**src/interrupt_priority_fields_defines.svh**
```systemverilog
// constants for the interrupt priority field registers
`ifndef INTERRUPT_PRIORITY_FIELDS_DEFINES_SVH
`define INTERRUPT_PRIORITY_FIELDS_DEFINES_SVH

// ---------------------------------------------------------------
// register map
// ---------------------------------------------------------------
`define IPF_ADDR_W          8
`define IPF_DATA_W          16
`define IPF_CT5_PRIO_ADDR   8'h00
`define IPF_SER2_PRIO_ADDR  8'h04

// ---------------------------------------------------------------
// field positions
// ---------------------------------------------------------------
`define IPF_LEVEL_W         3
`define IPF_CT5_LSB         4
`define IPF_CT5_MSB         6
`define IPF_COLL_LSB        8
`define IPF_COLL_MSB        10
`define IPF_EVT_LSB         4
`define IPF_EVT_MSB         6

// ---------------------------------------------------------------
// reset and level codes, read masks
// ---------------------------------------------------------------
`define IPF_LEVEL_RESET     3'h4
`define IPF_LEVEL_OFF       3'h0
`define IPF_LEVEL_LOW       3'h1
`define IPF_LEVEL_HIGH      3'h7
`define IPF_CT5_MASK        16'h0070
`define IPF_SER2_MASK       16'h0770

`endif

```
**src/interrupt_priority_fields_pkg.sv**
```systemverilog
// types for the interrupt priority field registers
package interrupt_priority_fields_pkg;
   typedef logic [2:0]  level_t;
   typedef logic [15:0] data_t;
   typedef logic [7:0]  addr_t;
   // one-hot register select
   typedef enum logic [2:0] {
      SEL_NONE = 3'b001,
      SEL_CT5  = 3'b010,
      SEL_SER2 = 3'b100
   } reg_sel_t;
endpackage

```
**src/interrupt_priority_fields.sv**
```systemverilog
// interrupt priority field registers with request gating
//
// Notes on behaviour
// code 111 gives the source priority level seven, the highest
// code 001 gives level one; other codes map to their own value
// code 000 disables the source; it never raises a request
// bits outside the priority fields read as zero
// first register: timer five level in bits 6..4, rest unused
// second register: collision level bits 10..8, event level bits 6..4
// every field resets to 100, level four, and is read/write
// writes to unused bits are ignored and change no field
//
// Added by the designer: the address map and the strobed register port.
`timescale 1ns/1ps
`include "interrupt_priority_fields_defines.svh"

module interrupt_priority_fields (
   input  wire logic                                   core_clk_i,
   input  wire logic                                   sys_rst_i,
   input  wire interrupt_priority_fields_pkg::addr_t   addr_i,
   input  wire interrupt_priority_fields_pkg::data_t   wdata_i,
   input  wire logic                                   wr_i,
   input  wire logic                                   rd_i,
   output interrupt_priority_fields_pkg::data_t        rdata_o,
   input  wire logic                                   capture_timer5_src_i,
   input  wire logic                                   serial2_collision_src_i,
   input  wire logic                                   serial2_event_src_i,
   output logic                                        capture_timer5_req_o,
   output interrupt_priority_fields_pkg::level_t       capture_timer5_req_level_o,
   output logic                                        serial2_collision_req_o,
   output interrupt_priority_fields_pkg::level_t       serial2_collision_req_level_o,
   output logic                                        serial2_event_req_o,
   output interrupt_priority_fields_pkg::level_t       serial2_event_req_level_o,
   output interrupt_priority_fields_pkg::level_t       capture_timer5_level_o,
   output interrupt_priority_fields_pkg::level_t       serial2_collision_level_o,
   output interrupt_priority_fields_pkg::level_t       serial2_event_level_o
);

   // ---------------------------------------------------------------
   // address decode
   // ---------------------------------------------------------------
   interrupt_priority_fields_pkg::reg_sel_t sel;
   logic                                    wr_ct5;
   logic                                    wr_ser2;

   always_comb begin
      if (addr_i == `IPF_CT5_PRIO_ADDR) begin
         sel = interrupt_priority_fields_pkg::SEL_CT5;
      end else if (addr_i == `IPF_SER2_PRIO_ADDR) begin
         sel = interrupt_priority_fields_pkg::SEL_SER2;
      end else begin
         sel = interrupt_priority_fields_pkg::SEL_NONE;
      end
   end

   assign wr_ct5  = wr_i && (sel == interrupt_priority_fields_pkg::SEL_CT5);
   assign wr_ser2 = wr_i && (sel == interrupt_priority_fields_pkg::SEL_SER2);

   // ---------------------------------------------------------------
   // priority fields
   // ---------------------------------------------------------------
   interrupt_priority_fields_pkg::level_t capture_timer5_level;
   interrupt_priority_fields_pkg::level_t serial2_collision_level;
   interrupt_priority_fields_pkg::level_t serial2_event_level;

   // timer five field
   priority_field u_ct5 (
      .core_clk_i  (core_clk_i),
      .sys_rst_i   (sys_rst_i),
      .wr_en_i     (wr_ct5),
      .wdata_i     (wdata_i[`IPF_CT5_MSB:`IPF_CT5_LSB]),
      .src_i       (capture_timer5_src_i),
      .req_o       (capture_timer5_req_o),
      .req_level_o (capture_timer5_req_level_o),
      .level_o     (capture_timer5_level)
   );

   // collision field
   priority_field u_coll (
      .core_clk_i  (core_clk_i),
      .sys_rst_i   (sys_rst_i),
      .wr_en_i     (wr_ser2),
      .wdata_i     (wdata_i[`IPF_COLL_MSB:`IPF_COLL_LSB]),
      .src_i       (serial2_collision_src_i),
      .req_o       (serial2_collision_req_o),
      .req_level_o (serial2_collision_req_level_o),
      .level_o     (serial2_collision_level)
   );

   // event field
   priority_field u_evt (
      .core_clk_i  (core_clk_i),
      .sys_rst_i   (sys_rst_i),
      .wr_en_i     (wr_ser2),
      .wdata_i     (wdata_i[`IPF_EVT_MSB:`IPF_EVT_LSB]),
      .src_i       (serial2_event_src_i),
      .req_o       (serial2_event_req_o),
      .req_level_o (serial2_event_req_level_o),
      .level_o     (serial2_event_level)
   );

   // ---------------------------------------------------------------
   // read back
   // ---------------------------------------------------------------
   interrupt_priority_fields_pkg::data_t ct5_word;
   interrupt_priority_fields_pkg::data_t ser2_word;
   interrupt_priority_fields_pkg::data_t rdata_d;

   // unused bits zero
   assign ct5_word  = {9'h000, capture_timer5_level, 4'h0};
   assign ser2_word = {5'h00, serial2_collision_level, 1'b0, serial2_event_level, 4'h0};

   always_comb begin
      if (!rd_i) begin
         rdata_d = 16'h0000;
      end else if (sel == interrupt_priority_fields_pkg::SEL_CT5) begin
         rdata_d = ct5_word;
      end else if (sel == interrupt_priority_fields_pkg::SEL_SER2) begin
         rdata_d = ser2_word;
      end else begin
         rdata_d = 16'h0000;
      end
   end

   always_ff @(posedge core_clk_i) begin
      if (sys_rst_i) begin
         rdata_o                   <= 16'h0000;
         capture_timer5_level_o    <= `IPF_LEVEL_RESET;
         serial2_collision_level_o <= `IPF_LEVEL_RESET;
         serial2_event_level_o     <= `IPF_LEVEL_RESET;
      end else begin
         rdata_o                   <= rdata_d;
         capture_timer5_level_o    <= capture_timer5_level;
         serial2_collision_level_o <= serial2_collision_level;
         serial2_event_level_o     <= serial2_event_level;
      end
   end

   // ---------------------------------------------------------------
   // checks
   // ---------------------------------------------------------------
   unused_zero_a: assert property (@(posedge core_clk_i) disable iff (sys_rst_i)
      $past(rd_i) |-> ((rdata_o & ~`IPF_SER2_MASK) == 16'h0000
                       && ($past(addr_i) != `IPF_CT5_PRIO_ADDR || (rdata_o & ~`IPF_CT5_MASK) == 16'h0000)))
      else $error("unused bit read as one");

   timer_field_a: assert property (@(posedge core_clk_i) disable iff (sys_rst_i)
      (wr_i && addr_i == `IPF_CT5_PRIO_ADDR) ##1 (rd_i && addr_i == `IPF_CT5_PRIO_ADDR && !wr_i)
      |=> rdata_o == ($past(wdata_i, 2) & `IPF_CT5_MASK))
      else $error("timer five field misplaced");

   serial_fields_a: assert property (@(posedge core_clk_i) disable iff (sys_rst_i)
      (wr_i && addr_i == `IPF_SER2_PRIO_ADDR) ##1 (rd_i && addr_i == `IPF_SER2_PRIO_ADDR && !wr_i)
      |=> rdata_o == ($past(wdata_i, 2) & `IPF_SER2_MASK))
      else $error("serial fields misplaced");

   reset_read_a: assert property (@(posedge core_clk_i)
      $fell(sys_rst_i) ##0 (rd_i && addr_i == `IPF_SER2_PRIO_ADDR && !wr_i)
      |=> rdata_o == 16'h0440)
      else $error("serial word not at reset value");

   cross_write_a: assert property (@(posedge core_clk_i) disable iff (sys_rst_i)
      (wr_i && addr_i == `IPF_CT5_PRIO_ADDR) |=> serial2_collision_level == $past(serial2_collision_level))
      else $error("write to timer word changed serial field");

   // ---------------------------------------------------------------
   // field, read and request checks
   // ---------------------------------------------------------------
   timer_write_a: assert property (@(posedge core_clk_i) disable iff (sys_rst_i)
      wr_ct5 |=> capture_timer5_level == $past(wdata_i[`IPF_CT5_MSB:`IPF_CT5_LSB]))
      else $error("timer five field not loaded from its bits");

   collision_write_a: assert property (@(posedge core_clk_i) disable iff (sys_rst_i)
      wr_ser2 |=> serial2_collision_level == $past(wdata_i[`IPF_COLL_MSB:`IPF_COLL_LSB]))
      else $error("collision field not loaded from its bits");

   event_write_a: assert property (@(posedge core_clk_i) disable iff (sys_rst_i)
      wr_ser2 |=> serial2_event_level == $past(wdata_i[`IPF_EVT_MSB:`IPF_EVT_LSB]))
      else $error("event field not loaded from its bits");

   unmapped_write_a: assert property (@(posedge core_clk_i) disable iff (sys_rst_i)
      (wr_i && sel == interrupt_priority_fields_pkg::SEL_NONE)
      |=> (capture_timer5_level == $past(capture_timer5_level)
           && serial2_collision_level == $past(serial2_collision_level)
           && serial2_event_level == $past(serial2_event_level)))
      else $error("unmapped write changed a field");

   unmapped_read_a: assert property (@(posedge core_clk_i) disable iff (sys_rst_i)
      (rd_i && sel == interrupt_priority_fields_pkg::SEL_NONE) |=> rdata_o == 16'h0000)
      else $error("unmapped address read as nonzero");

   read_idle_a: assert property (@(posedge core_clk_i) disable iff (sys_rst_i)
      !rd_i |=> rdata_o == 16'h0000)
      else $error("read data nonzero without a read");

   timer_read_a: assert property (@(posedge core_clk_i) disable iff (sys_rst_i)
      (rd_i && sel == interrupt_priority_fields_pkg::SEL_CT5)
      |=> rdata_o[`IPF_CT5_MSB:`IPF_CT5_LSB] == $past(capture_timer5_level))
      else $error("timer five field read from wrong bits");

   serial_read_a: assert property (@(posedge core_clk_i) disable iff (sys_rst_i)
      (rd_i && sel == interrupt_priority_fields_pkg::SEL_SER2)
      |=> (rdata_o[`IPF_COLL_MSB:`IPF_COLL_LSB] == $past(serial2_collision_level)
           && rdata_o[`IPF_EVT_MSB:`IPF_EVT_LSB] == $past(serial2_event_level)))
      else $error("serial fields read from wrong bits");

   level_copy_a: assert property (@(posedge core_clk_i) disable iff (sys_rst_i)
      capture_timer5_level_o == $past(capture_timer5_level)
      && serial2_collision_level_o == $past(serial2_collision_level)
      && serial2_event_level_o == $past(serial2_event_level))
      else $error("level output not a copy of its field");

   timer_quiet_a: assert property (@(posedge core_clk_i) disable iff (sys_rst_i)
      (capture_timer5_level == `IPF_LEVEL_OFF)
      |=> (!capture_timer5_req_o && capture_timer5_req_level_o == `IPF_LEVEL_OFF))
      else $error("disabled timer five source raised a request");

   collision_quiet_a: assert property (@(posedge core_clk_i) disable iff (sys_rst_i)
      (serial2_collision_level == `IPF_LEVEL_OFF)
      |=> (!serial2_collision_req_o && serial2_collision_req_level_o == `IPF_LEVEL_OFF))
      else $error("disabled collision source raised a request");

   event_quiet_a: assert property (@(posedge core_clk_i) disable iff (sys_rst_i)
      (serial2_event_level == `IPF_LEVEL_OFF)
      |=> (!serial2_event_req_o && serial2_event_req_level_o == `IPF_LEVEL_OFF))
      else $error("disabled event source raised a request");

   event_top_a: assert property (@(posedge core_clk_i) disable iff (sys_rst_i)
      (serial2_event_src_i && serial2_event_level == `IPF_LEVEL_HIGH)
      |=> (serial2_event_req_o && serial2_event_req_level_o == `IPF_LEVEL_HIGH))
      else $error("event code seven not level seven");

   timer_low_a: assert property (@(posedge core_clk_i) disable iff (sys_rst_i)
      (capture_timer5_src_i && capture_timer5_level == `IPF_LEVEL_LOW)
      |=> (capture_timer5_req_o && capture_timer5_req_level_o == `IPF_LEVEL_LOW))
      else $error("timer five code one not level one");

endmodule // interrupt_priority_fields

```
**src/priority_field.sv**
```systemverilog
// one 3-bit priority field with its gated request
`timescale 1ns/1ps
`include "interrupt_priority_fields_defines.svh"

module priority_field (
   input  wire logic                                   core_clk_i,
   input  wire logic                                   sys_rst_i,
   input  wire logic                                   wr_en_i,
   input  wire interrupt_priority_fields_pkg::level_t  wdata_i,
   input  wire logic                                   src_i,
   output logic                                        req_o,
   output interrupt_priority_fields_pkg::level_t       req_level_o,
   output interrupt_priority_fields_pkg::level_t       level_o
);

   // ---------------------------------------------------------------
   // stored level
   // ---------------------------------------------------------------
   interrupt_priority_fields_pkg::level_t level_q;
   interrupt_priority_fields_pkg::level_t level_d;
   logic                                  active;
   logic                                  req_d;

   // field bits only
   assign level_d = wr_en_i ? wdata_i : level_q;
   // zero disables source
   assign active  = (level_q != `IPF_LEVEL_OFF);
   assign req_d   = src_i & active;

   // reset to level four
   always_ff @(posedge core_clk_i) begin
      if (sys_rst_i) begin
         level_q     <= `IPF_LEVEL_RESET;
         req_o       <= 1'b0;
         req_level_o <= `IPF_LEVEL_OFF;
      end else begin
         level_q     <= level_d;
         req_o       <= req_d;
         // code is level
         req_level_o <= req_d ? level_q : `IPF_LEVEL_OFF;
      end
   end

   assign level_o = level_q;

   // ---------------------------------------------------------------
   // checks
   // ---------------------------------------------------------------
   reset_level_a: assert property (@(posedge core_clk_i)
      $fell(sys_rst_i) |-> level_o == `IPF_LEVEL_RESET)
      else $error("level not four after reset");

   disabled_quiet_a: assert property (@(posedge core_clk_i) disable iff (sys_rst_i)
      (level_o == `IPF_LEVEL_OFF) |=> !req_o)
      else $error("request raised by disabled source");

   top_level_a: assert property (@(posedge core_clk_i) disable iff (sys_rst_i)
      (src_i && level_o == `IPF_LEVEL_HIGH) |=> (req_o && req_level_o == `IPF_LEVEL_HIGH))
      else $error("all-ones code not level seven");

   low_level_a: assert property (@(posedge core_clk_i) disable iff (sys_rst_i)
      (src_i && level_o != `IPF_LEVEL_OFF) |=> (req_o && req_level_o == $past(level_o)))
      else $error("request level does not follow code");

   write_keep_a: assert property (@(posedge core_clk_i) disable iff (sys_rst_i)
      wr_en_i |=> level_o == $past(wdata_i) ##1 (level_o == $past(level_o) || $past(wr_en_i)))
      else $error("field not updated by write");

endmodule // priority_field
```
**config.mk**
```make
export PLATFORM = sky130hd
export DESIGN_NAME = interrupt_priority_fields
export DESIGN_NICKNAME = d
export VERILOG_FILES = /design/src/interrupt_priority_fields_pkg.sv /design/src/interrupt_priority_fields.sv /design/src/priority_field.sv
export VERILOG_INCLUDE_DIRS = /design/src
export SDC_FILE = /design/constraint.sdc
export NUM_CORES = 1
export LEC_CHECK = 0
export BUFFER_PORTS_ARGS = -buffer_cell sky130_fd_sc_hd__buf_2
export CAP_MARGIN = 20
export CORE_AREA = 2 2 57 59
export DETAILED_ROUTE_END_ITERATION = 10
export DIE_AREA = 0 0 59 61
export HOLD_SLACK_MARGIN = 0.08
export PLACE_DENSITY = 0.76
export SETUP_SLACK_MARGIN = 0.4
export SYNTH_ARGS = -nofsm -noshare
export SYNTH_HDL_FRONTEND = slang
export SYNTH_SLANG_ARGS = --single-unit
```
**constraint.sdc**
```tcl
create_clock -name core_clk_i -period 2.1 [get_ports core_clk_i]
set_input_delay 0.315 -clock core_clk_i [delete_from_list [all_inputs] [get_ports core_clk_i]]
set_output_delay 0.315 -clock core_clk_i [all_outputs]
set_load 0.02 [all_outputs]
```
; ---- Yosys cells after proc, flatten, opt, wreduce, memory -nomap -nowiden
; Index checks and enable logic that the tools add are counted.
[classes]
bitwise = 8
muxes = 4
n_reduce_logical = 12
eq_ne = 3
[op_table]
columns = operator, count
row1 = $mux W7, 2
row2 = $reduce_bool A3 Y1, 3
row3 = $eq A8 B3 Y1 const B, 1
row4 = $logic_not A8 Y1, 1
row5 = $reduce_or A2 Y1, 4
row6 = $mux W3, 2
row7 = $not A1 Y1, 5
row8 = $reduce_or A4 Y1, 1
row9 = $and A1 B1 Y1, 3
row10 = $eq A3 B2 Y1 const B, 1
row11 = $eq A3 B3 Y1 const B, 1
row12 = $reduce_or A3 Y1, 1
row13 = $logic_and A1 B1 Y1, 2
[totals]
in_bits = 31
regBits = 40

; ---- Longest topological paths before layout
; Gate-level depths: netlist of the first run.
[depth]
ltp_word = 6
depth_mapped = 4
mapped_depth_nobuf = 3

; ---- Modules after synthesis
; Synthesis of the first run repeated with hierarchy kept, for this count alone.
[hier_totals]
cells_unflattened = 111
area_unflattened_um2 = 1276.2
[modules_own_cells]
columns = module, instances, cells_per_inst, area_per_inst_um2, seq_area_each_um2
row1 = priority_field, 3, 18, 219.0, 140.1
row2 = interrupt_priority_fields, 1, 57, 619.3, 300.3

; ---- Worst setup path after synthesis of the first run
; OpenSTA, ideal clock, no wires.
[synth_timing]
path_type = input to register
startpoint = input addr_i[5]
endpoint = register u_coll.level_q[0], in the netlist u_coll.level_o[0]
stages = 3
arrival_time_ns = 1.538
path_buffers = 0
slack_ns = 0.441
path_cell_list = or4_4 > nor3_4 > mux2_4
[synth_via]
elab_chain_len = 5
[synth_rtl]
columns = element, line
row1 = "start, declared", interrupt_priority_fields.sv:20  ; input wire interrupt_priority_fields_pkg::addr_t addr_i,
row2 = $eq A8 B3 Y1 (no line), -
row3 = $mux W3, interrupt_priority_fields.sv:49  ; end else if (addr_i == `IPF_SER2_PRIO_ADDR) begin
row4 = $mux W3 (*), interrupt_priority_fields.sv:47  ; if (addr_i == `IPF_CT5_PRIO_ADDR) begin
row5 = $eq A3 B3 Y1 (*), interrupt_priority_fields.sv:57  ; assign wr_ser2 = wr_i && (sel == interrupt_priority_fields_pkg::SEL_SER2);
row6 = $logic_and A1 B1 Y1 (*), interrupt_priority_fields.sv:57
row7 = "end signal, assigned", priority_field.sv:33  ; level_q <= `IPF_LEVEL_RESET;
row8 = "end signal, assigned", priority_field.sv:37  ; level_q <= level_d;
row9 = "end, declared", priority_field.sv:19  ; interrupt_priority_fields_pkg::level_t level_q;
; Every way passes the cells marked *; elsewhere a longest branch is shown, timed or not.
; A chain may end at the register's enable or synchronous reset.

; ---- Worst setup path in the final report of the first run
; Ends and elaborated chain as after synthesis.

==> results of run 1 <==
-- cells in the mapped netlist (2+ instances only) --
master	count	area share, %
sky130_fd_sc_hd__mux2_4	2	2.4
sky130_fd_sc_hd__mux2i_1	10	8.0
sky130_fd_sc_hd__nand2b_1	6	3.0
sky130_fd_sc_hd__nor3b_1	3	1.8
sky130_fd_sc_hd__nor3_1	5	2.0
sky130_fd_sc_hd__nor2_1	8	2.4
sky130_fd_sc_hd__nor2b_1	4	2.0
sky130_fd_sc_hd__and2_1	11	5.5
sky130_fd_sc_hd__buf_4	10	6.0
sky130_fd_sc_hd__dfxtp_1	36	57
sky130_fd_sc_hd__nand4b_1	2	1.4
sky130_fd_sc_hd__inv_1	7	2.1
sky130_fd_sc_hd__clkbuf_1	3	0.90
-- power by group through the flow --
stage	combinational, mW	clock (mW)	sequential (mW)
after detailed placement	0.0780	0	0.706
final	0.0783	0.374	0.691
after floorplan	0.0532	0	0.715
after global placement	0.0760	0	0.706
after CTS	0.0783	0.388	0.691
after global routing	0.0846	0.414	0.691
-- cell type report --
class | instances | area share, %
sequential | 36 | 46.60
multi-input combinational | 68 | 29.37
timing repair buffer | 48 | 15.70
clock buffer | 6 | 3.317
tap | 33 | 2.670
inverter | 7 | 1.699
clock inverter | 2 | 0.6473
-- worst max path at each step --
stage | slack, ns | depth (start not counted) | to | start
after floorplan | 0.44 | 3 | u_coll.level_o[0] | addr_i[5]
after global placement | 0.37 | 4 | u_coll.level_o[0] | addr_i[5]
after detailed placement | 0.34 | 5 | u_evt.level_o[1] | addr_i[5]
after CTS | 0.71 | 5 | u_evt.level_o[1] | addr_i[5]
after global routing | 0.68 | 5 | u_evt.level_o[1] | addr_i[5]
final | 0.72 | 4 | u_coll.level_o[0] | addr_i[5]
-- cells by family after synthesis --
| kind of cell | after synthesis | synth area share (%) |
|---|---|---|
| multiplexers | 12 | 10.38 |
| AND/OR/NAND/NOR | 46 | 22.86 |
| buffers and inverters | 20 | 8.982 |
| other | 1 | 0.2991 |
| flip-flops | 36 | 57.48 |
-- registers in the layout, indices dropped and copies added (netlist names) --
register and count:
serial2_collision_level_o 3, serial2_event_level_o 3, u_ct5.req_o 1, u_coll.req_o 1, rdata_o 6, capture_timer5_level_o 3, u_ct5.req_level_o 3, u_coll.req_level_o 3
u_coll.level_o 3, u_evt.req_level_o 3, u_evt.level_o 3, u_evt.req_o 1, u_ct5.level_o 3
-- per-layer routing --
metal	up-vias	global-route usage, %	part of all wire, %
li1	454	-	-
met4	0	7.792	1.3
met3	5	4.904	7.6
met5	-	0	0
met2	36	25.08	51
met1	403	13.53	40
==> Flow_metrics.wiki, run 1 <==
{| class="wikitable"
! Metric !! Value
|-
| Number of buffers and inverters on the critical path || 1
|-
| Cells after Synth || 115
|-
| Cell area after synthesis || 0.001254 mm²
|-
| Final hold violations || 0
|-
| Required time of the worst setup path || approximately 2.3 ns
|-
| Hold Crit Start || capture_timer5_src_i
|-
| Max Transition Viols Final || 0
|-
| Mean number of vias per cell || 4.490
|-
| Comb power frac || 6.9%
|-
| F_max || 722.5 MHz
|-
| Die boundary width || 59 µm
|-
| Endpoint with the worst hold slack || u_ct5.req_level_o[0]
|-
| Register bit total from synthesis || 36
|-
| Net switching power || 0.2653 mW
|-
| First-pass GRT wire length || 3581 µm
|-
| Number of warnings reported in the yosys synthesis log || 0
|-
| Most used cells in the layout excluding fill and tap cells || 47 x sky130_fd_sc_hd__buf_2, 36 x sky130_fd_sc_hd__dfxtp_1, 11 x sky130_fd_sc_hd__and2_1
|-
| Total CTS buffers || 5
|-
| Sequential fraction of the synthesis area || 57.49%
|-
| Worst reg2reg startpoint || u_coll.level_o[1]
|-
| EDFF count, synth || 0
|-
| DRC violations left || 0
|-
| Startpoint class of the critical path || input port
|-
| Height of the die || 61 µm
|-
| Layout cells sized above 1 || 35.93%
|-
| Pin count of the biggest net entering global routing || 22
|-
| # resized after CTS || 0
|-
| Number of buffers inserted by post-CTS setup repair || 0
|-
| Cell area after placement || ~0.0015 mm²
|-
| Combined flip-flop and latch cell area || 720.7 µm²
|-
| Deepest clock path buffer count || 2
|-
| Number of hold buffers added after CTS || 0
|-
| Via Count || 898
|-
| Clock Power Share || approximately a third
|-
| Share of total power consumed by net switching || 23.22%
|-
| Number of global-route vias before repair || 889
|-
| TritonCTS clock tree || done
|-
| Skew-Pair Late Insertion Delay || between 0.3 and 0.4 ns
|-
| Setup repair after global routing missed its margin || no
|-
| Min-Delay Path Class || input port to register
|-
| Capturing point of the worst reg2reg path || u_coll.req_level_o[2]
|-
| Power per unit of standard cell area || 738.9 mW/mm²
|-
| Static Leakage || approximately 0.79 nW
|-
| Highest-delay cell along the critical path || sky130_fd_sc_hd__or4_4
|-
| CTS root buffer || sky130_fd_sc_hd__clkbuf_4
|-
| Slack of the worst reg-to-reg path || 1.14 ns
|-
| Antenna cell count || 0
|-
| Crit path cell chain || buf_2 > or4_4 > nor3_4 > mux2_4
|-
| Placed insts || 192
|-
| Wire per inst || 11.54 µm
|-
| Final hold slack || 0.2002 ns
|-
| Largest incremental delay on the critical path || 0.55 ns
|-
| Dominant register cell in the synthesized netlist || sky130_fd_sc_hd__dfxtp_1
|-
| Final wirelength || 2308 µm
|-
| Fin crit period || 1.384 ns
|-
| Result of the run || complete, no violations
|-
| Global placement routability congestion || 0.7596
|-
| Largest clock skew in the final design || roughly 0.011 ns
|-
| Area overhead of the layout relative to synthesis || 23.35%
|-
| Endpoints failing setup || 0
|-
| Crit-path leading delay family || simple AND/OR/NAND/NOR gates
|-
| Cell-internal power || 0.8773 mW
|-
| Clock transition at the register clock pins on the worst setup and hold paths after CTS || 0.10 ns
|-
| DR pass1 iterations || 4
|-
| Maximum Capacitance Violations || 0
|-
| Count of input and output buffers || 47
|-
| Row count || 20
|-
| Non-filler cells in the finished layout || 200
|-
| CP endpoint kind || register
|-
| CP Class || input port to register
|-
| Total of fill cells in the finished design || 297
|-
| Worst hold stages || 2
|-
| Total Nets Final || 197
|-
| Antenna violations before repair || 0
|-
| Clock Sinks || 36
|-
| Reg2reg path depth || 3
|-
| Worst setup margin || 0.7159 ns
|-
| Total power after layout || about 1.1 mW
|-
| Area taken by multi-input logic gates || about 450 µm²
|-
| Unique masters post-synth || 21
|-
| Average instance area after synthesis || ~11 µm²
|-
| GRT Overall Usage || 13.76%
|-
| Finished Cell Area || around 0.0015 mm²
|-
| TNS Setup || 0 ns
|-
| Most frequent standard cell in the layout excluding fill and tap cells || sky130_fd_sc_hd__buf_2
|-
| Biggest fanout along the worst timing path || 4
|-
| Overflow left after global routing || 0
|-
| DP Wirelength || approximately 1800 µm
|-
| Worst path arrival time || 1.61 ns
|-
| Final worst path period share || 65.91%
|-
| 1st-iter DRT viols || 3
|-
| VDD IR max || 514.2 µV
|-
| Floorplan die area || 0.003599 mm²
|-
| Share of flip-flops with an asynchronous set or reset || 0%
|-
| Place WS || 0.3444 ns
|-
| Post-DRT Antenna Nets || 0
|-
| H-tree levels || 2
|-
| Sequential group share of total power || 60.4%
|-
| Core Box Area || 0.002953 mm²
|-
| Number of top-level pins || 68
|-
| Starting utilization of the core area || 42.46%
|-
| Final core utilization || approximately 52%
|}
No activity file was read; power rests on OpenSTA's default activity.
==> inputs of run 2 (changes only) <==
==> constraint.sdc (replaced) <==
create_clock -name core_clk_i -period 1.4 [get_ports core_clk_i]
set_input_delay 0.21 -clock core_clk_i [delete_from_list [all_inputs] [get_ports core_clk_i]]
set_output_delay 0.21 -clock core_clk_i [all_outputs]
set_load 0.02 [all_outputs]
==> run 2 against run 1 <==
  * Flip-flop and latch count unchanged
  * Count of clock-buffer cells in the layout unchanged
  * Largest power group unchanged
  * Critical endpoint unchanged
  * First-iteration DRC count increased to 2.7 times the previous value
  * Global-route usage increased by 0.17 points
  * Critical path depth unchanged
  * Register-to-register slack got worse by 0.66 ns
==> Flow_metrics.wiki, run 2 (same netlist as run 1, synthesis figures left out) <==
{| class="wikitable"
! Metric !! Value
|-
| DP Wirelength || 1689 µm
|-
| Deepest clock path buffer count || 2
|-
| Worst setup margin || 0.2333 ns
|-
| Number of global-route vias before repair || 888
|-
| Endpoints failing setup || 0
|-
| Final hold violations || 0
|-
| Post-DRT Antenna Nets || 0
|-
| Beginning of the critical path || addr_i[5]
|-
| Layout cells sized above 1 || between 50% and 60%
|-
| DRC violations left || 0
|-
| Termination of the worst setup path || u_coll.level_o[0]
|-
| VDD IR max || 632.5 µV
|-
| Capturing point of the worst reg2reg path || u_ct5.req_level_o[2]
|-
| Cell area after placement || 0.001514 mm²
|-
| Final worst path period share || between 80% and 90%
|-
| Skew-Pair Late Insertion Delay || 0.33 ns
|-
| Count of input and output buffers || 47
|-
| First-pass GRT wire length || 3581 µm
|-
| Clock transition at the register clock pins on the worst setup and hold paths after CTS || roughly 0.09 ns
|-
| Top metal layer carrying routed signals || met4
|-
| Mean number of vias per cell || 4.515
|-
| Number of top-level pins || between 60 and 70
|-
| Most used cells in the layout excluding fill and tap cells || 32 x sky130_fd_sc_hd__buf_6, 27 x sky130_fd_sc_hd__dfxtp_2, 17 x sky130_fd_sc_hd__buf_2
|-
| Required time of the worst setup path || approximately 1.6 ns
|-
| Fin crit period || 1.167 ns
|-
| Starting utilization of the core area || between 40% and 50%
|-
| Overflow left after global routing || 0
|-
| Via Count || 921
|-
| Total Nets Final || about 200
|-
| Non-filler cells in the finished layout || 204
|-
| CTS root buffer || sky130_fd_sc_hd__clkbuf_4
|-
| Routed met2 length || 1214 µm
|-
| TritonCTS clock tree || done
|-
| CP endpoint kind || register
|-
| Maximum Capacitance Violations || 0
|-
| Routed wl met3 || 157 µm
|-
| TNS Setup || 0 ns
|-
| Place WS || -0.1354 ns
|-
| DR pass1 iterations || 4
|-
| Core Box Area || 0.002953 mm²
|-
| Height of the die || 61 µm
|-
| Largest clock skew in the final design || 0.004488 ns
|-
| Register name with the most flops || rdata_o
|-
| Max Transition Viols Final || 0
|-
| Setup repair after global routing missed its margin || yes
|-
| H-tree levels || 2
|-
| Finished Cell Area || 0.001831 mm²
|-
| Die boundary width || 59 µm
|-
| 1st-iter DRT viols || 8
|-
| Min-Delay Path Class || input port to register
|-
| Row count || 20
|-
| F_max || roughly 860 MHz
|-
| Area overhead of the layout relative to synthesis || 46.01%
|-
| Global placement routability congestion || 0.7359
|-
| Number of flip-flops in the largest register || 6
|-
| Power per unit of standard cell area || just over 900 mW/mm²
|-
| Largest incremental delay on the critical path || 0.54 ns
|-
| Floorplan die area || 0.003599 mm²
|-
| Slack of the worst reg-to-reg path || about 0.48 ns
|-
| Clock Sinks || 36
|-
| Static Leakage || between 0.8 and 0.9 nW
|-
| Worst path arrival time || between 1 and 1.5 ns
|-
| CP Class || input port to register
|-
| Startpoint class of the critical path || input port
|-
| Worst reg2reg startpoint || u_ct5.level_o[0]
|-
| WL met1 || 871 µm
|-
| GRT Overall Usage || 13.93%
|-
| Result of the run || complete, no violations
|-
| Pin count of the biggest net entering global routing || 22
|-
| Antenna cell count || 0
|-
| Highest-delay cell along the critical path || sky130_fd_sc_hd__or4_4
|-
| Wire per inst || 11.28 µm
|-
| Placed insts || 195
|-
| Most frequent standard cell in the layout excluding fill and tap cells || sky130_fd_sc_hd__buf_6
|-
| Reg2reg path depth || 3
|-
| Total power after layout || 1.675 mW
|-
| Final hold slack || roughly 0.10 ns
|-
| Biggest fanout along the worst timing path || 3
|-
| Total CTS buffers || 5
|-
| Final core utilization || 61.99%
|-
| Final wirelength || 2301 µm
|-
| Antenna violations before repair || 0
|-
| Crit path cell chain || buf_6 > or4_4 > nor3_4 > mux2_4
|}
==> run 2: changes by cell type in the layout (fill, tap and decap cells not counted), moves of 2 or more <==
cell / previous run / this run
sky130_fd_sc_hd__nor3b_1: 3 / 1
sky130_fd_sc_hd__dfxtp_2: 0 / 27
sky130_fd_sc_hd__dfxtp_1: 36 / 9
sky130_fd_sc_hd__buf_4: 1 / 3
sky130_fd_sc_hd__nor3b_2: 0 / 2
sky130_fd_sc_hd__buf_6: 0 / 32
sky130_fd_sc_hd__buf_2: 47 / 17
==> run 2: how the worst min path moves through the flow <==
stage	start	end	slack (ns)	cells past startpoint
after floorplan	sys_rst_i	serial2_collision_level_o[0]	0.30	1
after global placement	serial2_collision_src_i	u_coll.req_level_o[0]	0.43	2
after detailed placement	capture_timer5_src_i	u_ct5.req_level_o[0]	0.43	2
after CTS	serial2_event_src_i	u_evt.req_level_o[1]	0.10	2
after global routing	serial2_collision_src_i	u_coll.req_level_o[0]	0.1	2
final	serial2_collision_src_i	u_coll.req_level_o[0]	0.10	2
==> run 2: metal layers <==
layer | GRT usage (%) | vias to the layer above
met4 | 7.792 | 0
met5 | 0 | -
met2 | 25.24 | 37
li1 | - | 463
met3 | 5.117 | 7
met1 | 13.76 | 414
==> run 2: power breakdown <==
group / internal [mW] / total [mW] / switching, mW / leakage, nW
Sequential: 1.03 / 1.04 / 0.00436 / 0.301
Clock: 0.185 / 0.485 / 0.301 / 0.0281
Combinational: 0.0720 / 0.151 / 0.0792 / 0.535
Total: 1.29 / 1.68 / 0.384 / 0.864
==> run 2: critical path, delay by kind of cell <==
family	cells	cell delay, ns
buffers and inverters	1	0.09
multiplexers	1	0.32
AND/OR/NAND/NOR	2	0.76
==> run 2: area by class of cell <==
| cell class | instances | area (µm²) |
|---|---|---|
| clock buffer | 6 | 41.29 |
| clock inverter | 1 | 5.005 |
| fill | 233 | 1122 |
| inverter | 7 | 26.28 |
| multi-input combinational | 68 | 484.2 |
| sequential | 36 | 754.5 |
| tap | 33 | 41.29 |
| timing repair buffer | 53 | 478.0 |
==> run 2: timing repair <==
| item | CTS | global route |
|---|---|---|
| endpoints found under the setup margin | 36 | 43 |
| gates resized for setup | 71 | 19 |
| setup buffers | 1 | 0 |
| hold buffers | 1 | 0 |
| pin swaps | 0 | 2 |
| hold endpoints to repair | 1 | 0 |
